### src/rtl/cskip_cfg.svh
`ifndef CSKIP_CFG_SVH
`define CSKIP_CFG_SVH
// Opcode fields of the compare-and-skip group (upper five bits).
`define CSKIP_OP_HI        5'h0c
`define CSKIP_OP_HI_LSB    11
`define CSKIP_SEL_LSB      9
`define CSKIP_SEL_EQ       2'h1
`define CSKIP_SEL_GT       2'h2
`define CSKIP_SEL_LT       2'h0
`define CSKIP_ACCESS_BIT   8
// Literal offset limit for indexed addressing.
`define CSKIP_LIT_MAX      8'h5f
// Access bank split: low operands map to bank 0, high ones to bank 15.
`define CSKIP_ACC_SPLIT    8'h60
`define CSKIP_ACC_HI_BANK  4'hf
`define CSKIP_ACC_LO_BANK  4'h0
`define CSKIP_Q_LAST       2'h3
`endif

### src/rtl/cskip_pkg.sv
package cskip_pkg;
   typedef struct packed {
      logic [11:0] addr;
      logic        indexed;
      logic [7:0]  offset;
   } cskip_addr_s;
   typedef enum logic [1:0] {
      CSKIP_CMP_LT,
      CSKIP_CMP_EQ,
      CSKIP_CMP_GT,
      CSKIP_CMP_NONE
   } cskip_cmp_e;
endpackage

### src/rtl/cskip_addr_gen.sv
`timescale 1ns/1ps
`default_nettype none
`include "cskip_cfg.svh"
module cskip_addr_gen (
   input  wire logic [7:0]  fileOp,       // File operand field
   input  wire logic        accessSel,    // Access bit of the instruction
   input  wire logic [3:0]  bankSel,      // Bank select register value
   input  wire logic        extEnable,    // Extended instruction set on
   output var cskip_pkg::cskip_addr_s addrOut // Resolved data address
);
   wire isLiteral;
   wire accessHigh;
   wire [3:0] accessBank;
   wire [11:0] bankAddr;
   wire [11:0] accessAddr;

   assign isLiteral = extEnable && !accessSel && (fileOp <= `CSKIP_LIT_MAX);
   assign accessHigh = fileOp >= `CSKIP_ACC_SPLIT;
   assign accessBank = accessHigh ? `CSKIP_ACC_HI_BANK : `CSKIP_ACC_LO_BANK;
   assign accessAddr = {accessBank, fileOp};
   assign bankAddr = {bankSel, fileOp};
   assign addrOut = '{addr:    accessSel ? bankAddr : accessAddr,
                      indexed: isLiteral,
                      offset:  fileOp};
endmodule
`default_nettype wire

### src/rtl/cskip_unit.sv
// Summary of operation
// - Equal compare by subtraction, flags untouched.
// - Equal discards next word, runs no-operation.
// - Skipped two-word instruction costs third cycle.
// - Access bit zero uses fixed access bank.
// - Access bit one uses bank select register.
// - Extended mode, access bit zero, operand up to 95 is literal.
`timescale 1ns/1ps
`default_nettype none
`include "cskip_cfg.svh"
module cskip_unit (
   input  wire logic        clk_sys,     // Core clock
   input  wire logic        srst,        // Synchronous reset, active high
   input  wire logic [1:0]  qPhase,      // Current instruction phase
   input  wire logic        instValid,   // Instruction word present at phase 0
   input  wire logic [15:0] instWord,    // Current instruction word
   input  wire logic        nextTwoWord, // Fetched next instruction is 2 words
   input  wire logic [7:0]  workReg,     // Working register value
   input  wire logic [7:0]  fileData,    // Data read from the resolved address
   input  wire logic [3:0]  bankSel,     // Bank select register value
   input  wire logic        extEnable,   // Extended instruction set enabled
   output logic [11:0]      dataAddr,    // Resolved data address
   output logic             indexedMode, // Operand is a literal offset
   output logic             isCompare,   // Compare-and-skip in execution
   output logic             skipFlush,   // Discard fetched instruction
   output logic             nopCycle,    // Executing a no-operation cycle
   output logic             flagWrite    // Arithmetic flag write strobe
);
   typedef enum logic [1:0] {ST_RUN, ST_NOP1, ST_NOP2} cskip_st_e;
   cskip_st_e state_ff;
   cskip_st_e nxt_state;

   cskip_pkg::cskip_addr_s addrNow;
   cskip_pkg::cskip_cmp_e  cmpKind;
   wire opMatch;
   wire lastQ;
   wire [8:0] diff;
   wire isEqual;
   wire isGreater;
   wire isLess;
   wire skipTake;
   logic [11:0] dataAddr_ff;
   logic indexed_ff;
   logic isCmp_ff;
   logic cmpAct_ff;
   cskip_pkg::cskip_cmp_e cmpKind_ff;
   logic skip_ff;
   logic nop_ff;
   logic twoWord_ff;
   logic flag_ff;
   wire [1:0] selField;
   wire groupHit;
   wire selEq;
   wire selGt;
   wire selLt;
   wire nxt_cmpAct;
   cskip_pkg::cskip_cmp_e nxt_cmpKind;
   wire nxt_twoWord;
   wire [11:0] nxt_dataAddr;
   wire nxt_indexed;
   wire nxt_isCmp;
   wire nxt_nop;

   cskip_addr_gen u_addr (
      .fileOp    (instWord[7:0]),
      .accessSel (instWord[`CSKIP_ACCESS_BIT]),
      .bankSel   (bankSel),
      .extEnable (extEnable),
      .addrOut   (addrNow)
   );

   assign selField = instWord[`CSKIP_SEL_LSB +: 2];
   assign groupHit = instWord[15:`CSKIP_OP_HI_LSB] == `CSKIP_OP_HI;
   assign selEq    = selField == `CSKIP_SEL_EQ;
   assign selGt    = selField == `CSKIP_SEL_GT;
   assign selLt    = selField == `CSKIP_SEL_LT;
   // The fourth select code is another instruction; it must neither
   // latch an address nor start a compare.
   assign opMatch = instValid && (state_ff == ST_RUN) && groupHit &&
                    (selEq || selGt || selLt);
   assign cmpKind = !opMatch ? cskip_pkg::CSKIP_CMP_NONE :
                    selEq    ? cskip_pkg::CSKIP_CMP_EQ :
                    selGt    ? cskip_pkg::CSKIP_CMP_GT :
                    selLt    ? cskip_pkg::CSKIP_CMP_LT :
                    cskip_pkg::CSKIP_CMP_NONE;
   assign lastQ = qPhase == `CSKIP_Q_LAST;
   assign diff = {1'b0, fileData} - {1'b0, workReg};
   assign isEqual = diff == 9'h000;
   assign isGreater = !diff[8] && !isEqual;
   assign isLess = diff[8];
   assign skipTake = cmpAct_ff && lastQ &&
                     ((cmpKind_ff == cskip_pkg::CSKIP_CMP_EQ && isEqual) ||
                      (cmpKind_ff == cskip_pkg::CSKIP_CMP_GT && isGreater) ||
                      (cmpKind_ff == cskip_pkg::CSKIP_CMP_LT && isLess));

   always_comb begin
      nxt_state = state_ff;
      unique case (state_ff)
         ST_RUN: begin
            if (skipTake) begin
               nxt_state = ST_NOP1;
            end
         end
         ST_NOP1: begin
            if (lastQ) begin
               nxt_state = twoWord_ff ? ST_NOP2 : ST_RUN;
            end
         end
         ST_NOP2: begin
            if (lastQ) begin
               nxt_state = ST_RUN;
            end
         end
         default: nxt_state = ST_RUN;
      endcase
   end

   always_ff @(posedge clk_sys) begin
      if (srst) begin
         state_ff <= ST_RUN;
      end else begin
         state_ff <= nxt_state;
      end
   end

   // The compare stays armed from decode through the last phase, so the
   // data read may settle as late as the final phase edge.
   assign nxt_cmpAct   = opMatch || (cmpAct_ff && !lastQ);
   assign nxt_cmpKind  = opMatch ? cmpKind : cmpKind_ff;
   assign nxt_dataAddr = opMatch ? addrNow.addr : dataAddr_ff;
   assign nxt_indexed  = opMatch ? addrNow.indexed : indexed_ff;
   assign nxt_isCmp    = cmpAct_ff || opMatch;
   // size of skipped word
   // The size is caught at the skip edge because the fetch side may move
   // on while the no-operation cycles run.
   assign nxt_twoWord  = skipTake ? nextTwoWord : twoWord_ff;
   assign nxt_nop      = nxt_state != ST_RUN;

   always_ff @(posedge clk_sys) begin
      if (srst) begin
         cmpAct_ff <= 1'b0;
      end else begin
         cmpAct_ff <= nxt_cmpAct;
      end
   end

   always_ff @(posedge clk_sys) begin
      if (srst) begin
         cmpKind_ff <= cskip_pkg::CSKIP_CMP_NONE;
      end else begin
         cmpKind_ff <= nxt_cmpKind;
      end
   end

   always_ff @(posedge clk_sys) begin
      if (srst) begin
         twoWord_ff <= 1'b0;
      end else begin
         twoWord_ff <= nxt_twoWord;
      end
   end

   always_ff @(posedge clk_sys) begin
      if (srst) begin
         dataAddr_ff <= 12'h000;
      end else begin
         dataAddr_ff <= nxt_dataAddr;
      end
   end

   always_ff @(posedge clk_sys) begin
      if (srst) begin
         indexed_ff <= 1'b0;
      end else begin
         indexed_ff <= nxt_indexed;
      end
   end

   always_ff @(posedge clk_sys) begin
      if (srst) begin
         isCmp_ff <= 1'b0;
      end else begin
         isCmp_ff <= nxt_isCmp;
      end
   end

   always_ff @(posedge clk_sys) begin
      if (srst) begin
         skip_ff <= 1'b0;
      end else begin
         skip_ff <= skipTake;
      end
   end

   always_ff @(posedge clk_sys) begin
      if (srst) begin
         nop_ff <= 1'b0;
      end else begin
         nop_ff <= nxt_nop;
      end
   end

   // flags never written
   // A compare only reads; the strobe still leaves a register so that
   // its timing matches every other output.
   always_ff @(posedge clk_sys) begin
      if (srst) begin
         flag_ff <= 1'b0;
      end else begin
         flag_ff <= 1'b0;
      end
   end

   assign dataAddr    = dataAddr_ff;
   assign indexedMode = indexed_ff;
   assign isCompare   = isCmp_ff;
   assign skipFlush   = skip_ff;
   assign nopCycle    = nop_ff;
   assign flagWrite   = flag_ff;
endmodule
`default_nettype wire

### config.mk
export PLATFORM = sky130hd
export DESIGN_NAME = cskip_unit
export DESIGN_NICKNAME = d
export VERILOG_FILES = /design/src/rtl/cskip_pkg.sv /design/src/rtl/cskip_addr_gen.sv /design/src/rtl/cskip_unit.sv
export VERILOG_INCLUDE_DIRS = /design/src /design/src/rtl
export SDC_FILE = /design/constraint.sdc
export NUM_CORES = 1
export LEC_CHECK = 0
export ABC_AREA = 0
export ABC_CLOCK_PERIOD_IN_PS = 4340
export BUFFER_PORTS_ARGS = -buffer_cell sky130_fd_sc_hd__buf_4
export CAP_MARGIN = 20
export CORE_MARGIN = 10
export CORE_UTILIZATION = 49
export CTS_CLUSTER_DIAMETER = 200
export DETAILED_ROUTE_END_ITERATION = 7
export GPL_TIMING_DRIVEN = 0
export HOLD_SLACK_MARGIN = 0.05
export PLACE_DENSITY = 0.83
export REMOVE_ABC_BUFFERS = 1
export SYNTH_ARGS = -nofsm -noshare
export SYNTH_HDL_FRONTEND = slang
export SYNTH_SLANG_ARGS = --single-unit
### constraint.sdc
create_clock -name clk_sys -period 4.34 [get_ports clk_sys]
set_input_delay 0.217 -clock clk_sys [delete_from_list [all_inputs] [get_ports clk_sys]]
set_output_delay 0.217 -clock clk_sys [all_outputs]
set_load 0.01 [all_outputs]
==> impl_metrics.prom <==
# TYPE chip_impl_metric gauge
chip_impl_metric{name="synth.distinct_cells",unit=""} 44
chip_impl_metric{name="power_frac_seq",unit=""} 0.510
chip_impl_info{name="synth_top_cells_by_area",value="dfxtp_1, ha_1, nor2_1, mux2i_1, a21oi_1"} 1
chip_impl_metric{name="timing.reg2reg.setup_slack",unit="ns"} 2.71
chip_impl_metric{name="net-switching-power",unit="uW"} 97.47
chip_impl_metric{name="critical_path.max_stage_delay",unit="ns"} 0.46
chip_impl_metric{name="max-clock-path-buffers",unit=""} 2
chip_impl_metric{name="clock_power_share",unit=""} 0.277
chip_impl_metric{name="clock_sink_count",unit=""} 22
chip_impl_metric{name="global_route.usage.total",unit=""} 0.1284
chip_impl_metric{name="power.leakage",unit="uW"} 0.0009002
chip_impl_metric{name="yosysTopAreaCellShare",unit=""} 0.3424
chip_impl_metric{name="drv.max_cap_violation_count",unit=""} 0
chip_impl_metric{name="ioPinCount",unit=""} 60
chip_impl_metric{name="cp.required",unit="ns"} 4.56
chip_impl_metric{name="floorplan.die.height",unit="um"} 71.24
chip_impl_info{name="holdCritPathClass",value="primary input to register"} 1
chip_impl_metric{name="post-route-min-period",unit="ns"} 2.198
chip_impl_metric{name="die_w",unit="um"} 71.24
chip_impl_metric{name="cp_max_fo",unit=""} 4
chip_impl_metric{name="post_cts_buffers",unit=""} 0
chip_impl_metric{name="dieArea",unit="um2"} 5074
chip_impl_metric{name="cts-hold-fix-buffers",unit=""} 0
chip_impl_metric{name="dpl.hpwl",unit="um"} 2895
chip_impl_metric{name="fillers",unit=""} 188
chip_impl_metric{name="synthToLayoutAreaGrowth",unit="%"} 39.20
chip_impl_metric{name="largest_net_degree_at_the_start_of_global_routing",unit=""} 23
chip_impl_metric{name="viasPerCell",unit=""} 5.378
chip_impl_metric{name="post_route_cells_drive_above_1_share",unit=""} 0.3412
chip_impl_metric{name="syn_area",unit="um2"} 1286
chip_impl_info{name="netlist_top_cells_count",value="nor2_1, dfxtp_1, inv_1, a21oi_1, mux2i_1"} 1
chip_impl_metric{name="holdWs",unit="ns"} 0.1433
chip_impl_metric{name="syn_avg_cell_area",unit="um2"} 8.407
chip_impl_metric{name="synth_sequential_area_ratio",unit=""} 0.3424
chip_impl_metric{name="num_rows",unit=""} 18
chip_impl_metric{name="num_antenna_cells",unit=""} 0
chip_impl_info{name="run_status",value="finished, final reports clean"} 1
chip_impl_metric{name="slew_headroom",unit=""} 0.5754
chip_impl_metric{name="cts_repair_resize_count",unit=""} 0
chip_impl_metric{name="fmaxAchievable",unit="GHz"} 0.4549
chip_impl_info{name="clock-root-buffer",value="clkbuf_4"} 1
chip_impl_metric{name="numCtsBuffers",unit=""} 3
chip_impl_metric{name="drc_errors",unit=""} 0
chip_impl_info{name="timing.rr.end",value="cmpAct_ff$_SDFF_PP0_"} 1
chip_impl_metric{name="htree_levels",unit=""} 1
chip_impl_metric{name="setup_viol_count_final",unit=""} 0
chip_impl_metric{name="totalWireLength",unit="um"} 3476
chip_impl_info{name="grt_setup_unrepaired",value="no"} 1
chip_impl_metric{name="ff2ff_path_depth",unit=""} 5
chip_impl_metric{name="number_of_optimization_iterations_in_the_first_detailed_route_pass",unit=""} 4
chip_impl_metric{name="final_period_util",unit=""} 0.5065
chip_impl_info{name="tritoncts",value="done"} 1
chip_impl_metric{name="grt_pass1_wl",unit="um"} 5561
chip_impl_metric{name="combPwrFrac",unit=""} 0.213
chip_impl_metric{name="initial_utilization",unit=""} 0.5145
chip_impl_info{name="r2r-start",value="state_ff[1]$_SDFF_PP0_"} 1
chip_impl_metric{name="whs_path_depth",unit=""} 3
chip_impl_metric{name="core_area",unit="um2"} 2500
chip_impl_metric{name="critical_path_arrival",unit="ns"} 2.42
chip_impl_metric{name="ant_nets",unit=""} 0
chip_impl_metric{name="global_placer_s_final_weighted_congestion",unit=""} 0.8400
chip_impl_metric{name="clk_pin_slew_worst_paths",unit="ns"} 0.11
chip_impl_metric{name="global_route.overflow_total",unit=""} 0
chip_impl_metric{name="final-hold-violation-count",unit=""} 0
chip_impl_info{name="min_to",value="dataAddr[4]$_SDFFE_PP0P_"} 1
chip_impl_metric{name="flip_flop_and_latch_area",unit="um2"} 440.4
chip_impl_metric{name="synthesis.instances",unit=""} 153
chip_impl_metric{name="synth_enable_flop_cells",unit=""} 0
chip_impl_metric{name="pd_cells",unit="nW/um2"} 223.1
chip_impl_metric{name="post-layout-total-power",unit="uW"} 399.5
chip_impl_metric{name="detailroute.via_count",unit=""} 1296
chip_impl_metric{name="power.internal",unit="uW"} 302.0
chip_impl_info{name="worst_path_max_delay_cell",value="a311oi_1"} 1
chip_impl_metric{name="tns",unit="ns"} 0
chip_impl_metric{name="synth.ff_latch_count",unit=""} 22
chip_impl_metric{name="worst_ir_drop_vdd",unit="mV"} 0.1999
chip_impl_info{name="startpoint_type",value="primary input"} 1
chip_impl_info{name="ys.flop_type",value="dfxtp_1"} 1
chip_impl_metric{name="timing_max_transition_violations_final",unit=""} 0
chip_impl_info{name="post-synth-top-count-cell",value="nor2_1"} 1
chip_impl_info{name="timing_worst_setup_path_type",value="primary input to register"} 1
chip_impl_metric{name="antenna_found_initial",unit=""} 0
chip_impl_metric{name="worst_clock_skew",unit="ns"} 0.004961
chip_impl_info{name="synth_area_leader_cell",value="dfxtp_1"} 1
chip_impl_metric{name="p_sw_frac",unit=""} 0.2440
chip_impl_metric{name="post_drt_wl_per_cell",unit="um"} 14.42
chip_impl_info{name="cp-startpoint",value="workReg[2]"} 1
chip_impl_metric{name="async_reset_ff_frac",unit=""} 0
chip_impl_metric{name="drt_iter0_drc",unit=""} 60
chip_impl_info{name="hold_path_startpoint",value="instWord[4]"} 1
chip_impl_metric{name="yosys_warnings",unit=""} 0
chip_impl_metric{name="grt_pass1_vias",unit=""} 1327
chip_impl_metric{name="net_count_of_the_finished_layout",unit=""} 263
chip_impl_metric{name="multi_input_comb_area",unit="um2"} 780.7
chip_impl_metric{name="skew_pair_late_insertion_delay",unit="ns"} 0.30
chip_impl_info{name="critical_path.cell_chain",value="buf_4, inv_1, ha_1, o21ai_1, a21oi_1, or4_1, a311oi_1, o21a_2, and3b_1, o32ai_2"} 1
chip_impl_metric{name="tightestPinTransition",unit="ns"} 0.6331
chip_impl_metric{name="portBuffers",unit=""} 58
chip_impl_info{name="cp-end-kind",value="register"} 1
registers in the layout, indices dropped and copies added (netlist names):
| name | cells |
|---|---|
| isCompare | 1 |
| cmpAct_ff | 1 |
| state_ff | 2 |
| cmpKind_ff | 2 |
| dataAddr | 12 |
| skipFlush | 1 |
| indexedMode | 1 |
| twoWord_ff | 1 |
| nopCycle | 1 |
how the worst max path moves through the flow:
stage	to	slack (ns)	cells after the start
3_3_place_gp	cmpAct_ff$_SDFF_PP0_	1.88	5
3_5_place_dp	state_ff[0]$_SDFF_PP0_	1.83	10
4_1_cts	twoWord_ff$_SDFFE_PP0P_	2.15	10
6_report	twoWord_ff$_SDFFE_PP0P_	2.14	10
2_1_floorplan	twoWord_ff$_SDFFE_PP0P_	2.07	9
5_1_grt	twoWord_ff$_SDFFE_PP0P_	1.94	10
cell usage in the layout (no fill, tap or decap), types with 4 or more instances in the layout:
cell	Yosys	layout
buf_4	1	58
ha_1	8	8
nor2_1	26	26
mux2i_1	9	9
nor2b_1	6	6
dfxtp_1	22	22
inv_1	13	13
a21oi_1	11	11
nor3_1	4	4
worst max-delay path, delay by kind of cell:
kind                     cells  cell delay, ns
AO/OA/AOI/OAI                5            1.16
AND/OR/NAND/NOR              2            0.60
adder cells (fa/ha/maj)      1            0.33
buffers and inverters        2            0.10
power by group through the flow:
stage | registers [uW] | clock network, uW | logic, uW
after detailed placement | 208 | 0 | 84.3
after CTS | 204 | 113 | 84.9
after global routing | 204 | 120 | 94.5
after global placement | 208 | 0 | 79.8
after floorplan | 208 | 0 | 41.7
final | 204 | 111 | 85.0
logic make-up after synthesis:
logic type / share of synthesized area
DFF: 0.3424
other: 0.002915
muxes: 0.07004
and+or+nand+nor: 0.2354
buffers and inverters: 0.05545
AOI/OAI and AO/OA: 0.2023
adders and majority gates: 0.07782
xor gates and xnor gates: 0.01362
layout make-up:
| class | count | area share |
|---|---|---|
| inverter | 13 | 0.02725 |
| clock buffer | 4 | 0.02027 |
| timing repair buffer | 59 | 0.2495 |
| tap | 30 | 0.02096 |
| multi-input combinational | 113 | 0.4361 |
| sequential | 22 | 0.2460 |
metrics by stage:
| stage | area, um2 | cells | worst slack [ns] | utilization |
|---|---|---|---|---|
| 5_1_grt | 1790 | 241 | 1.940 | 0.7162 |
| 3_3_place_gp | 1737 | 236 | 1.875 | 0.6947 |
| 2_1_floorplan | 1264 | 148 | 2.072 | - |
| 6_report | 1790 | 241 | 2.142 | 0.7162 |
| 4_1_cts | 1790 | 241 | 2.146 | 0.7162 |
| 3_5_place_dp | 1754 | 237 | 1.831 | 0.7017 |
per-layer routing:
metal,vias up,GRT usage,share of wire
met1,582,0.1298,0.40
met2,55,0.2176,0.46
met3,6,0.07163,0.13
met5,-,0,0
met4,0,0.04516,0.013
li1,653,-,-
(Power assumes the default switching activity.)
